===== config.mk =====
export PLATFORM = sky130hd
export DESIGN_NAME = hai_alert_top
export DESIGN_NICKNAME = d
export VERILOG_FILES = /design/src/rtl/hai_pkg.sv /design/src/rtl/hai_alert_qual.sv /design/src/rtl/hai_alert_top.sv
export SDC_FILE = /design/constraint.sdc
export NUM_CORES = 1
export LEC_CHECK = 0
export BUFFER_PORTS_ARGS = -buffer_cell sky130_fd_sc_hd__buf_2
export CAP_MARGIN = 40
export CORE_MARGIN = 2
export CORE_UTILIZATION = 30
export DETAILED_ROUTE_END_ITERATION = 8
export SLEW_MARGIN = 20
export SYNTH_ARGS = -nofsm -noshare
export SYNTH_HDL_FRONTEND = slang
export SYNTH_SLANG_ARGS = --single-unit

===== constraint.sdc =====
create_clock -name core_clk -period 2.8 [get_ports core_clk]
set_input_delay 0.14 -clock core_clk [delete_from_list [all_inputs] [get_ports core_clk]]
set_output_delay 0.14 -clock core_clk [all_outputs]
set_load 0.005 [all_outputs]

===== src/rtl/hai_pkg.sv =====
// Shared constants and types for the hardware alert interface.
// Functional notes
// RULE1 - topology code 10 swaps to differential alert
// RULE2 - default alert path single-ended, one direction
// RULE3 - SPI output active low, open-drain or CMOS
// RULE4 - UART alert is 2MHz 50% square wave
// RULE5 - UART idle: low, or high-Z when selected
// RULE6 - differential topology keeps pin at idle level; DC test mode still drives the pin from the alert
// RULE7 - wave lasts with fault, refreshed per scan
// RULE8 - incoming alert accepted after 25us valid wave
// RULE9 - disabled alert: no pin activity, input ignored; DC test mode still drives the pin from the alert
// RULE10 - SPI mode ignores the alert input pin
// RULE11 - alert is OR of masked flags plus POR
// RULE12 - masking never hides the raw status flags
// RULE13 - packet summary layout, bits 15 and 6 zero
// RULE14 - scan flag drives pin, not packet summary
// RULE15 - balance masking only when top selects equal
// RULE16 - DC test drives low on alert, else high
// RULE17 - forced alert drives pin without real fault
// RULE18 - wave and qualifier timed from core clock
package hai_pkg;

   // ----------------------------------------
   // Clock and timing
   // ----------------------------------------
   localparam int CLK_MHZ = 200;
   localparam int WAVE_HALF_NS = 250;
   localparam int WAVE_HALF_CYC = (WAVE_HALF_NS * CLK_MHZ) / 1000;
   localparam logic [5:0] WAVE_HALF_LAST = 6'(WAVE_HALF_CYC - 1);
   // Accepted half-period window of an incoming wave
   localparam int HALF_MIN_NS = 200;
   localparam int HALF_MAX_NS = 300;
   localparam logic [6:0] HALF_MIN_CYC = 7'((HALF_MIN_NS * CLK_MHZ + 999) / 1000);
   localparam logic [6:0] HALF_MAX_CYC = 7'((HALF_MAX_NS * CLK_MHZ) / 1000);
   localparam logic [6:0] HALF_SAT = 7'h7f;
   localparam int QUAL_US = 25;
   localparam int QUAL_CYC = QUAL_US * CLK_MHZ;

   // ----------------------------------------
   // Status layout
   // ----------------------------------------
   localparam int BIT_SCAN = 15;
   localparam int BIT_POR = 14;
   localparam int BIT_SPARE = 6;
   localparam int BIT_DIAG2 = 0;
   localparam int NUM_BAL = 14;
   localparam int TOP_W = 4;
   localparam logic [15:0] SUMMARY_RST = 16'h0000;
   localparam logic [15:0] STATUS_RST = 16'h0000;

   // ----------------------------------------
   // Types
   // ----------------------------------------
   typedef enum logic [1:0] {
      TOPO_EXT_LOOP = 2'b00,
      TOPO_INT_LOOP = 2'b01,
      TOPO_DIFF = 2'b10,
      TOPO_DUAL = 2'b11
   } hai_topo_t;

   typedef enum logic [2:0] {
      DRV_IDLE = 3'b000,
      DRV_SPI = 3'b001,
      DRV_WAVE = 3'b010,
      DRV_DC = 3'b011
   } hai_drive_t;

   typedef struct packed {
      logic hostPortSelect;
      hai_topo_t linkTopologySelect;
      logic hwAlertEnable;
      logic spiAlertDriveType;
      logic idleTristateSelect;
      logic alertDcTestEnable;
      logic forcedAlertDrive;
   } hai_cfg_t;

endpackage


===== src/rtl/hai_alert_qual.sv =====
// Qualifier for the alert wave arriving from the neighbouring device.
`timescale 1ns/10ps
module hai_alert_qual import hai_pkg::*; #(
   parameter int QUAL_CYCLES = QUAL_CYC
) (
   input wire logic core_clk,
   input wire logic rst,
   input wire logic listen,
   input wire logic alertChainInput,
   output logic chainAlertValid
);

   logic sync1;
   logic sync2;
   logic sync3;
   logic lvl;
   logic [6:0] halfCnt;
   logic [15:0] runCnt;

   localparam logic [15:0] QUAL_LIM = 16'(QUAL_CYCLES);

   // A change counts only once the second and third stages agree
   wire logic lvlEdge = (sync2 == sync3) && (sync3 != lvl);
   wire logic goodHalf = (halfCnt >= HALF_MIN_CYC) && (halfCnt <= HALF_MAX_CYC);
   wire logic [16:0] sum = {1'b0, runCnt} + {10'h000, halfCnt} + 17'h0_0001;
   wire logic [15:0] next_runCnt = (sum >= {1'b0, QUAL_LIM}) ? QUAL_LIM : sum[15:0];

   always_ff @(posedge core_clk) begin
      sync1 <= alertChainInput;
      sync2 <= sync1;
      sync3 <= sync2;
   end

   // ----------------------------------------
   // Half-period measurement
   // ----------------------------------------
   // RULE8 accumulate valid time
   always_ff @(posedge core_clk) begin
      if (rst) begin
         lvl <= 1'b0;
         halfCnt <= HALF_SAT;
         runCnt <= 16'h0000;
         chainAlertValid <= 1'b0;
      end else if (!listen) begin
         // RULE9 deaf while disabled
         lvl <= sync3;
         halfCnt <= HALF_SAT;
         runCnt <= 16'h0000;
         chainAlertValid <= 1'b0;
      end else begin
         if (sync2 == sync3) begin
            lvl <= sync3;
         end
         if (lvlEdge) begin
            halfCnt <= 7'h00;
            runCnt <= goodHalf ? next_runCnt : 16'h0000;
         end else begin
            if (halfCnt > HALF_MAX_CYC) begin
               runCnt <= 16'h0000;
            end
            if (halfCnt != HALF_SAT) begin
               halfCnt <= halfCnt + 7'h01;
            end
         end
         chainAlertValid <= (runCnt >= QUAL_LIM);
      end
   end

   // ----------------------------------------
   // Checks
   // ----------------------------------------
   property p_quietWhenDeaf;
      @(posedge core_clk) disable iff (rst) !listen |=> !chainAlertValid;
   endproperty
   a_quietWhenDeaf: assert property (p_quietWhenDeaf) // RULE9
      else $error("chain alert valid while not listening");

   property p_qualMinTime;
      @(posedge core_clk) disable iff (rst)
         $rose(chainAlertValid) |-> $past(runCnt) >= QUAL_LIM;
   endproperty
   a_qualMinTime: assert property (p_qualMinTime) // RULE8
      else $error("chain alert accepted before qualify time");

   property p_dropOnSilence;
      @(posedge core_clk) disable iff (rst)
         (listen && halfCnt > HALF_MAX_CYC && !lvlEdge) ##1 listen |=> !chainAlertValid;
   endproperty
   a_dropOnSilence: assert property (p_dropOnSilence) // RULE8
      else $error("chain alert kept after wave stopped");

   c_accepted: cover property (@(posedge core_clk) disable iff (rst) $rose(chainAlertValid));

endmodule


===== src/rtl/hai_alert_top.sv =====
// Alert condition, packet summary and alert pin driver.
`timescale 1ns/10ps
module hai_alert_top import hai_pkg::*; #(
   parameter int QUAL_CYCLES = QUAL_CYC
) (
   input wire logic core_clk,
   input wire logic rst,
   input wire hai_cfg_t cfg,
   input wire logic [15:0] primaryFaultStatus,
   input wire logic [15:0] alertMaskRegister,
   input wire logic [NUM_BAL-1:0] balanceSwitchFault,
   input wire logic [TOP_W-1:0] topInputSelectA,
   input wire logic [TOP_W-1:0] topInputSelectB,
   input wire logic scanUpdate,
   input wire logic alertChainInput,
   output logic alertChainOutput,
   output logic alertChainOutputEn,
   output logic diffAlertOut,
   output logic [15:0] packetFaultSummary,
   output logic [15:0] faultStatusView,
   output logic alertPending
);

   // ----------------------------------------
   // Balance-switch masking
   // ----------------------------------------
   logic [NUM_BAL-1:0] balReported;
   wire logic topMatch = (topInputSelectA == topInputSelectB);

   // RULE15 mask unused switches
   genvar gi;
   generate
      for (gi = 0; gi < NUM_BAL; gi = gi + 1) begin : g_bal
         assign balReported[gi] = balanceSwitchFault[gi] &
            ~(topMatch & (TOP_W'(gi) >= topInputSelectA));
      end
   endgenerate

   // ----------------------------------------
   // Masked status and alert condition
   // ----------------------------------------
   logic [15:0] effStatus;
   logic [15:0] maskedStatus;
   logic [15:0] next_summary;
   logic localAlert;

   // RULE12 raw flags stay visible
   assign effStatus = {primaryFaultStatus[15:1],
      primaryFaultStatus[BIT_DIAG2] | (|balReported)};
   assign maskedStatus = effStatus & alertMaskRegister;

   // RULE11 OR of masked flags
   // RULE14 scan flag feeds the pin
   assign localAlert = maskedStatus[BIT_SCAN] | effStatus[BIT_POR] |
      (|maskedStatus[13:7]) | (|maskedStatus[5:0]);

   // RULE13 packet summary layout
   // RULE14 scan flag left out
   assign next_summary = {1'b0, effStatus[BIT_POR], maskedStatus[13:7], 1'b0,
      maskedStatus[5:0]};

   // ----------------------------------------
   // Mode decode
   // ----------------------------------------
   wire logic isUart = cfg.hostPortSelect;
   // RULE1 topology selects scheme
   wire logic diffTopo = (cfg.linkTopologySelect == TOPO_DIFF);
   // RULE2 single-ended receive path
   // RULE10 SPI mode ignores input
   wire logic chainListen = isUart & cfg.hwAlertEnable & ~diffTopo;

   logic chainValid;
   logic alertState;

   hai_alert_qual #(
      .QUAL_CYCLES(QUAL_CYCLES)
   ) u_qual (
      .core_clk(core_clk),
      .rst(rst),
      .listen(chainListen),
      .alertChainInput(alertChainInput),
      .chainAlertValid(chainValid)
   );

   // RULE17 forced drive counts as alert
   wire logic alertCond = alertState | chainValid | cfg.forcedAlertDrive;
   // RULE9 alert kept off the pins when disabled, except in DC test mode
   wire logic alertAsserted = alertCond & cfg.hwAlertEnable;

   // In UART mode test mode has priority so the pin can be exercised in every topology
   hai_drive_t driveMode;
   assign driveMode = (isUart & cfg.alertDcTestEnable) ? DRV_DC :
      (!isUart) ? DRV_SPI :
      diffTopo ? DRV_IDLE :
      alertAsserted ? DRV_WAVE : DRV_IDLE;

   // ----------------------------------------
   // Square wave generator
   // ----------------------------------------
   logic [5:0] phaseCnt;
   logic wavePhase;
   wire logic waveOn = (driveMode == DRV_WAVE);
   wire logic halfDone = (phaseCnt == WAVE_HALF_LAST);

   // RULE18 divide core clock to 2MHz
   always_ff @(posedge core_clk) begin
      if (rst || !waveOn) begin
         phaseCnt <= 6'h00;
         wavePhase <= 1'b1;
      end else if (halfDone) begin
         phaseCnt <= 6'h00;
         wavePhase <= ~wavePhase;
      end else begin
         phaseCnt <= phaseCnt + 6'h01;
      end
   end

   // ----------------------------------------
   // Pin level selection
   // ----------------------------------------
   logic next_out;
   logic next_outEn;

   always_comb begin
      next_out = 1'b0;
      next_outEn = 1'b0;
      case (driveMode)
         DRV_DC: begin
            // RULE16 low on alert, else high
            next_out = ~alertCond;
            next_outEn = 1'b1;
         end
         DRV_SPI: begin
            // RULE3 open-drain or CMOS
            next_out = cfg.spiAlertDriveType & ~alertAsserted;
            next_outEn = cfg.spiAlertDriveType | alertAsserted;
         end
         DRV_WAVE: begin
            // RULE4 square wave while alert
            next_out = wavePhase;
            next_outEn = 1'b1;
         end
         default: begin
            // RULE5 idle level
            // RULE6 idle in differential mode
            next_out = 1'b0;
            next_outEn = ~cfg.idleTristateSelect;
         end
      endcase
   end

   // ----------------------------------------
   // Registers
   // ----------------------------------------
   // RULE7 state refreshed per scan
   always_ff @(posedge core_clk) begin
      if (rst) begin
         alertState <= 1'b0;
         packetFaultSummary <= SUMMARY_RST;
      end else if (scanUpdate) begin
         alertState <= localAlert;
         packetFaultSummary <= next_summary;
      end
   end

   always_ff @(posedge core_clk) begin
      if (rst) begin
         alertChainOutput <= 1'b0;
         alertChainOutputEn <= 1'b0;
         diffAlertOut <= 1'b0;
         faultStatusView <= STATUS_RST;
         alertPending <= 1'b0;
      end else begin
         alertChainOutput <= next_out;
         alertChainOutputEn <= next_outEn;
         // RULE6 alert carried on down path
         diffAlertOut <= isUart & diffTopo & alertAsserted;
         faultStatusView <= effStatus;
         alertPending <= alertCond;
      end
   end

   // ----------------------------------------
   // Checks
   // ----------------------------------------
   property p_spiAssert;
      @(posedge core_clk) disable iff (rst)
         (!isUart && alertAsserted) |=> (!alertChainOutput && alertChainOutputEn);
   endproperty
   a_spiAssert: assert property (p_spiAssert) // RULE3
      else $error("SPI alert not driven low");

   property p_spiIdle;
      @(posedge core_clk) disable iff (rst)
         (!isUart && !alertAsserted) |=>
            (alertChainOutputEn == $past(cfg.spiAlertDriveType)) &&
            (alertChainOutput == $past(cfg.spiAlertDriveType));
   endproperty
   a_spiIdle: assert property (p_spiIdle) // RULE3
      else $error("SPI idle level wrong");

   property p_waveToggle;
      @(posedge core_clk) disable iff (rst)
         (waveOn && halfDone) ##1 waveOn |=> alertChainOutput != $past(alertChainOutput);
   endproperty
   a_waveToggle: assert property (p_waveToggle) // RULE4
      else $error("alert wave did not toggle on half period");

   property p_waveHold;
      @(posedge core_clk) disable iff (rst)
         (waveOn && phaseCnt == 6'h00) ##1 waveOn |=> $stable(alertChainOutput);
   endproperty
   a_waveHold: assert property (p_waveHold) // RULE4
      else $error("alert wave toggled early");

   property p_uartIdle;
      @(posedge core_clk) disable iff (rst)
         (isUart && !cfg.alertDcTestEnable && !alertAsserted) |=>
            !alertChainOutput && (alertChainOutputEn == !$past(cfg.idleTristateSelect));
   endproperty
   a_uartIdle: assert property (p_uartIdle) // RULE5
      else $error("UART idle level wrong");

   property p_diffIdle;
      @(posedge core_clk) disable iff (rst)
         (isUart && diffTopo && !cfg.alertDcTestEnable) |=>
            !alertChainOutput && (alertChainOutputEn == !$past(cfg.idleTristateSelect));
   endproperty
   a_diffIdle: assert property (p_diffIdle) // RULE6
      else $error("pin active in differential topology");

   property p_dcTest;
      @(posedge core_clk) disable iff (rst)
         (isUart && cfg.alertDcTestEnable) |=>
            alertChainOutputEn && (alertChainOutput == !$past(alertCond));
   endproperty
   a_dcTest: assert property (p_dcTest) // RULE16
      else $error("DC test level wrong");

   property p_porUnmasked;
      @(posedge core_clk) disable iff (rst)
         (scanUpdate && effStatus[BIT_POR]) |=> alertState ##1 alertPending;
   endproperty
   a_porUnmasked: assert property (p_porUnmasked) // RULE11
      else $error("POR flag did not raise alert");

   property p_summaryFixed;
      @(posedge core_clk) disable iff (rst)
         scanUpdate |=> !packetFaultSummary[15] && !packetFaultSummary[BIT_SPARE] &&
            (packetFaultSummary[BIT_POR] == $past(primaryFaultStatus[BIT_POR]));
   endproperty
   a_summaryFixed: assert property (p_summaryFixed) // RULE13
      else $error("packet summary fixed bits wrong");

   property p_spiDeaf;
      @(posedge core_clk) disable iff (rst) !isUart ##1 !isUart |-> !chainValid;
   endproperty
   a_spiDeaf: assert property (p_spiDeaf) // RULE10
      else $error("chain alert accepted in SPI mode");

   property p_scanToPin;
      @(posedge core_clk) disable iff (rst)
         (scanUpdate && primaryFaultStatus[BIT_SCAN] && alertMaskRegister[BIT_SCAN]) |=>
            alertState && !packetFaultSummary[BIT_SCAN];
   endproperty
   a_scanToPin: assert property (p_scanToPin) // RULE14
      else $error("scan flag did not reach alert or leaked into summary");

   property p_forcedDrive;
      @(posedge core_clk) disable iff (rst)
         (!isUart && cfg.hwAlertEnable && cfg.forcedAlertDrive) |=>
            !alertChainOutput && alertChainOutputEn;
   endproperty
   a_forcedDrive: assert property (p_forcedDrive) // RULE17
      else $error("forced alert not driven on pin");

   property p_viewRaw;
      @(posedge core_clk) disable iff (rst)
         1'b1 |=> (faultStatusView[15:1] == $past(primaryFaultStatus[15:1])) &&
            (faultStatusView[BIT_DIAG2] || !$past(primaryFaultStatus[BIT_DIAG2]));
   endproperty
   a_viewRaw: assert property (p_viewRaw) // RULE12
      else $error("raw status hidden by masking");

   property p_balReport;
      @(posedge core_clk) disable iff (rst)
         (!topMatch && (|balanceSwitchFault)) |=> faultStatusView[BIT_DIAG2];
   endproperty
   a_balReport: assert property (p_balReport) // RULE15
      else $error("balance fault masked with unequal top selects");

   property p_diffCarry;
      @(posedge core_clk) disable iff (rst)
         (isUart && diffTopo && alertAsserted) |=> diffAlertOut;
   endproperty
   a_diffCarry: assert property (p_diffCarry) // RULE6
      else $error("alert missing on down path");

   property p_diffOff;
      @(posedge core_clk) disable iff (rst)
         !(isUart && diffTopo) |=> !diffAlertOut;
   endproperty
   a_diffOff: assert property (p_diffOff) // RULE1
      else $error("down path alert outside differential topology");

   property p_chainFwd;
      @(posedge core_clk) disable iff (rst)
         (chainValid && isUart && !diffTopo && !cfg.alertDcTestEnable && cfg.hwAlertEnable)
            |=> alertChainOutputEn && alertPending;
   endproperty
   a_chainFwd: assert property (p_chainFwd) // RULE2
      else $error("accepted chain alert not forwarded");

   c_dcTest: cover property (@(posedge core_clk) disable iff (rst)
      isUart && cfg.alertDcTestEnable);
   c_wave: cover property (@(posedge core_clk) disable iff (rst) waveOn && halfDone);
   c_spiAlert: cover property (@(posedge core_clk) disable iff (rst)
      !isUart && alertAsserted);
   c_balMasked: cover property (@(posedge core_clk) disable iff (rst)
      topMatch && (balanceSwitchFault != balReported));

endmodule


# --- After elaboration in Yosys (flattened, before gate mapping) ---
# Cells that the tools add are included.
op_classes:
  add_sub_neg: 4
  n_lt_le_gt_ge: 19
  eq_ne: 10
  n_mux: 14
  n_bitwise: 63
  reduce_logical: 12
op_table:
  columns: ["cell", "n"]
  rows:
  - ["$mux W16", 4]
  - ["$and A1 B1 Y1", 35]
  - ["$ge A4 B4 Y1 const A", 6]
  - ["$not A1 Y1", 20]
  - ["$add A16 B7 Y17", 1]
  - ["$add A17 B1 Y17 const B", 1]
  - ["$ge A17 B13 Y1 const B", 1]
  - ["$and A16 B16 Y16", 1]
  - ["$ge A16 B13 Y1 const B", 1]
  - ["$ge A3 B4 Y1 const A", 4]
  - ["$mux W7", 2]
  - ["$reduce_or A14 Y1", 1]
  - ["$ge A1 B4 Y1 const A", 2]
  - ["$ge A2 B4 Y1 const A", 2]
  - ["$mux W2", 4]
  - ["$add A7 B1 Y7 const B", 1]
  - ["$ge A7 B6 Y1 const B", 1]
  - ["$gt A7 B6 Y1 const B", 1]
  - ["$le A7 B6 Y1 const B", 1]
  - ["$ne A7 B7 Y1 const B", 1]
  - ["$or A1 B1 Y1", 7]
  - ["$reduce_or A7 Y1", 1]
  - ["$add A6 B1 Y6 const B", 1]
  - ["$eq A2 B2 Y1 const B", 3]
  - ["other kinds (15)", 20]
word_totals:
  regBits: 70
  input_bits: 66
  out_inout_bits: 36
  word_cells: 138

# --- Longest topological paths before layout ---
depth:
  ltp_word: 11
  ltp_mapped: 11
  mapped_depth_nobuf: 11

# --- Hierarchy ---
# From an unflattened synthesis, not the netlist that was laid out.
unflattened:
  hier_cells: 413
  area_unflattened_um2: 3672.3
by_module_without_submodules:
  columns: ["module", "n_inst", "cells_each", "area_each_um2", "seq_area_each_um2"]
  rows:
  - ["hai_alert_qual", 1, 217, 1939.4, 560.5]
  - ["hai_alert_top", 1, 196, 1732.9, 840.8]

# --- Worst setup path after synthesis ---
# No wires, ideal clock.
synth_timing:
  path_kind: "flip-flop to flip-flop"
  start: "register u_qual.halfCnt[0]"
  end: "register u_qual.runCnt[11]"
  setup_ps: 130
  arrival_time_ps: 2505
  t_required_ps: 2670
  slack_ps: 164
  path_stages_with_launch: 12
  n_path_buf: 0
  period_less_slack_ps: 2636
  path_cell_list: "dfxtp_1 -> inv_1 -> ha_1 -> fa_1 -> nand2b_1 -> a21bo_1 -> a2111oi_0 -> a211o_1 -> and4b_4 -> nor4_1 -> o311ai_1 -> o31ai_1"
synth_between:
  elab_chain_cells: 6
  word_cells_on_any_way: 11
  cone_classes: "add/sub: 2; order compare: 4; mux: 3; reduce/logical: 2"
synth_lines:
  columns: ["item", "line_no", "text"]
  rows:
  - ["from (decl)", "hai_alert_qual.sv:17", "logic [6:0] halfCnt;"]
  - ["from (signal assigned)", "hai_alert_qual.sv:62", "halfCnt <= halfCnt + 7'h01;"]
  - ["$add A16 B7 Y17", "hai_alert_qual.sv:25", "wire logic [16:0] sum = {1'b0, runCnt} + {10'h000, halfCnt} + 17'h0_0001;"]
  - ["$add A17 B1 Y17", "hai_alert_qual.sv:25", null]
  - ["$ge A17 B13 Y1", "hai_alert_qual.sv:26", "wire logic [15:0] next_runCnt = (sum >= {1'b0, QUAL_LIM}) ? QUAL_LIM : sum[15:0];"]
  - ["$mux W16", "hai_alert_qual.sv:26", null]
  - ["$mux W16", "hai_alert_qual.sv:56", "runCnt <= goodHalf ? next_runCnt : 16'h0000;"]
  - ["$mux W16", "hai_alert_qual.sv:54", "if (lvlEdge) begin"]
  - ["to (signal assigned)", "hai_alert_qual.sv:56", null]
  - ["to (decl)", "hai_alert_qual.sv:18", "logic [15:0] runCnt;"]
# Parallel ways exist; a longest one is shown, timed or not.
# A chain may end at the register's enable or synchronous reset.

# --- Final worst setup path ---
layout_timing:
  start: "register u_qual.runCnt[0]"
  end: "register u_qual.runCnt[2]"
layout_between:
  elab_chain_cells: 6
layout_lines:
  columns: ["item", "line_no"]
  rows:
  - ["$add A16 B7 Y17 (*)", "hai_alert_qual.sv:25"]
  - ["$add A17 B1 Y17 (*)", "hai_alert_qual.sv:25"]
  - ["$ge A17 B13 Y1", "hai_alert_qual.sv:26"]
  - ["$mux W16 (*)", "hai_alert_qual.sv:26"]
  - ["$mux W16 (*)", "hai_alert_qual.sv:56"]
  - ["$mux W16 (*)", "hai_alert_qual.sv:54"]
# Mark *: on every way between the ends. The rest lies on a longest branch, timed or not.

==> results.json <==
{
  "worstPathRequired_ns": 2.99,
  "cp_slowest_stage_delay_ns": 0.38,
  "powerDensity_mw_per_mm2": 553,
  "slew_viol_final": 0,
  "die-area_mm2": 0.0122,
  "grt_pass1_wl_um": 14800,
  "hold_slack_ns": 0.00940,
  "coreArea_mm2": 0.0110,
  "p_leak_nw": 1.94,
  "cp-start-kind": "register",
  "post_dp_cell_area_mm2": 0.00411,
  "worst_pin_slew_ns": 0.721,
  "skew_ns": 0.00742,
  "worst_slack_ns": 0.0910,
  "hold_path_class": "in -> reg",
  "fmax_mhz": 369,
  "cap_viol_max_count": 0,
  "layout-drive-gt1-share_pct": 30.3,
  "clock_path_buffers": 2,
  "dpl_worst_slack_ns": -0.0271,
  "yosys_most_used_dff": "dfxtp_1",
  "setup-violations-final": 0,
  "final.min_clock_period_ns": 2.71,
  "syn-instance-count": 401,
  "final_util_pct": 41.2,
  "ir_drop_mv": 0.319,
  "hold_viol_final": 0,
  "antenna_found_initial": 1,
  "hpwl_um": 6650,
  "status": "complete, no violations",
  "synth-seq-cells": 70,
  "viasPerCell": 5.01,
  "nNetsFinal": 591,
  "grt_start_max_net_pins": 40,
  "h-tree-depth": 3,
  "first_pass_iters": 5,
  "synth_top_area_cell": "dfxtp_1",
  "num_rows": 38,
  "drt_iter0_markers": 188,
  "ant_nets": 0,
  "cp_max_fo": 8,
  "insertedDiodeCount": 0,
  "yosysSeqAreaShare_pct": 41.1,
  "avgSynthCellArea_um2": 8.51,
  "syn_area_mm2": 0.00341,
  "track_usage_pct": 14.5,
  "fp.dieW_um": 111,
  "critPathSlowestCell": "fa_2",
  "via_count": 3296,
  "grt_pass1_vias": 3172,
  "synthTopCellsByArea": "dfxtp_1 41%, a21oi_1 4.7%, nand2_1 4.3%, nor2_1 4.1%, ha_1 4.0%",
  "gp_congestion": 0.867,
  "nFillCells": 1105,
  "async_reset_ff_share_pct": 0,
  "path_cells": "inv_2 > ha_4 > fa_2 > nand2b_4 > a21bo_1 > a2111oi_2 > a211o_1 > and4b_4 > o21ai_4 > buf_4 > a32oi_1 > nor2_1",
  "wire_per_inst_um": 13.5,
  "route.detailed.drc": 0,
  "reg2reg_depth": 12,
  "grt_overflow": 0,
  "die_h_um": 111,
  "synth_top_area_share_pct": 41.1,
  "p_total_mw": 2.51,
  "period_share_pct": 96.7,
  "relSlewSlack_pct": 51.6,
  "io_buffers": 97,
  "crit_path_end_kind": "register",
  "cts_buffers": 9,
  "hold_path_depth": 2,
  "arrival_ns": 2.90,
  "cts_num_sinks": 70,
  "yosys_warnings": 0,
  "pin_count": 102,
  "ys_types": 65,
  "initial_core_util_pct": 31.1,
  "final_area_mm2": 0.00453,
  "cts-root-buf": "clkbuf_16",
  "routed_wl_um": 8900,
  "cts_tree": "yes",
  "clkLatencyLatePin_ns": 0.33,
  "path_clk_slew_ns": 0.05,
  "worst-setup-path-type": "reg -> reg",
  "synth_edf_count": 0,
  "area_delta_synth_final_pct": 32.7
}
==> area by class of cell <==
class | instances | area (um2) | share of cell area, %
flip-flops and latches | 70 | 1400 | 31.0
clock buffers | 10 | 239 | 5.28
repair buffers | 115 | 623 | 13.8
multi-input cells | 304 | 1970 | 43.5
inverters | 13 | 48.8 | 1.08
clock inverters | 6 | 68.8 | 1.52
well taps | 140 | 175 | 3.87
==> cells in the final DEF (no fill, tap or decap), types with 3 or more instances in the layout <==
cell,Yosys,routed
a211oi_1,5,4
a21oi_1,32,31
a221oi_1,4,4
a22o_1,3,3
a31oi_1,3,3
and2_1,4,4
and3_1,4,3
buf_2,0,97
buf_4,2,17
clkbuf_16,0,9
dfxtp_1,70,68
ha_1,11,9
inv_1,13,11
nand2_1,39,39
nand2b_1,4,3
nand3_1,24,24
nand3b_1,3,3
nand4_1,6,6
nor2_1,37,37
nor2b_1,18,18
nor3_1,5,4
nor3b_1,4,4
nor4_1,8,8
o21ai_0,21,21
o21ai_1,5,5
or3_1,3,3
xnor2_1,10,10
xor2_1,8,7
==> report_power, final <==
| group | total [mW] | internal (mW) | switching, mW |
|---|---|---|---|
| clock network | 1.15 | 0.718 | 0.436 |
| registers | 1.04 | 1.03 | 0.0136 |
| logic | 0.310 | 0.148 | 0.162 |
==> critical path, delay by kind of cell (launching register included) <==
kind | cells | cell delay [ns]
AND/OR/NAND/NOR | 3 | 0.50
buffers and inverters | 2 | 0.22
flip-flops | 1 | 0.34
adder cells (fa/ha/maj) | 2 | 0.54
AO/OA/AOI/OAI | 5 | 0.98
==> per-stage QoR <==
stage / TNS (ns) / cells
final: 0 / 658
after global routing: -0.0299 / 658
after CTS: 0 / 655
after detailed placement: -0.0271 / 638
after global placement: 0 / 638
after floorplan: 0 / 402
==> timing repair <==
action	in CTS	in global routing
endpoints found under the hold margin	1	0
gates resized for setup	1	18
endpoints found under the setup margin	1	11
pin swaps	0	6
setup buffers	0	3
gates cloned	0	0
hold buffers	1	0
==> worst paths after layout <==
check / startpoint / end / slack, ns
setup / recovery: u_qual.runCnt[0] / u_qual.runCnt[2] / 0.09
hold reg to reg: u_qual.sync1 / u_qual.sync2 / 0.33
hold / removal: cfg[2] / alertChainOutputEn / 0.009
setup reg to reg: u_qual.runCnt[0] / u_qual.runCnt[2] / 0.09
==> synthesized netlist by cell type, types with 5 or more instances <==
master	count
dfxtp_1	70
nand2_1	39
nor2_1	37
a21oi_1	32
nand3_1	24
o21ai_0	21
nor2b_1	18
inv_1	13
clkbuf_1	11
ha_1	11
xnor2_1	10
nor4_1	8
xor2_1	8
nand4_1	6
a211oi_1	5
nor3_1	5
o21ai_1	5
==> flip-flops by register name, summed over array words and instances (netlist names), 6 cells and up <==
signal              flops
u_qual.halfCnt          7
phaseCnt                6
packetFaultSummary     14
faultStatusView        16
u_qual.runCnt          16
==> layer usage <==
metal	vias to the layer above	part of all wire (%)	track usage [%]
met3	25	6.6	4.12
met5	-	0.15	0
met4	2	2.6	6.67
li1	1647	-	-
met1	1499	43	17.6
met2	123	48	23.8
==> logic make-up after synthesis <==
logic type	count (synthesis)	synth area share, %
XOR/XNOR	19	5.10
AO/OA/AOI/OAI	100	19.7
buffers and inverters	28	3.52
flip-flops	70	41.1
adder cells (fa/ha/maj)	12	4.62
other	1	0.110
multiplexers	2	0.587
AND/OR/NAND/NOR	169	25.3
(Power assumes the default switching activity.)
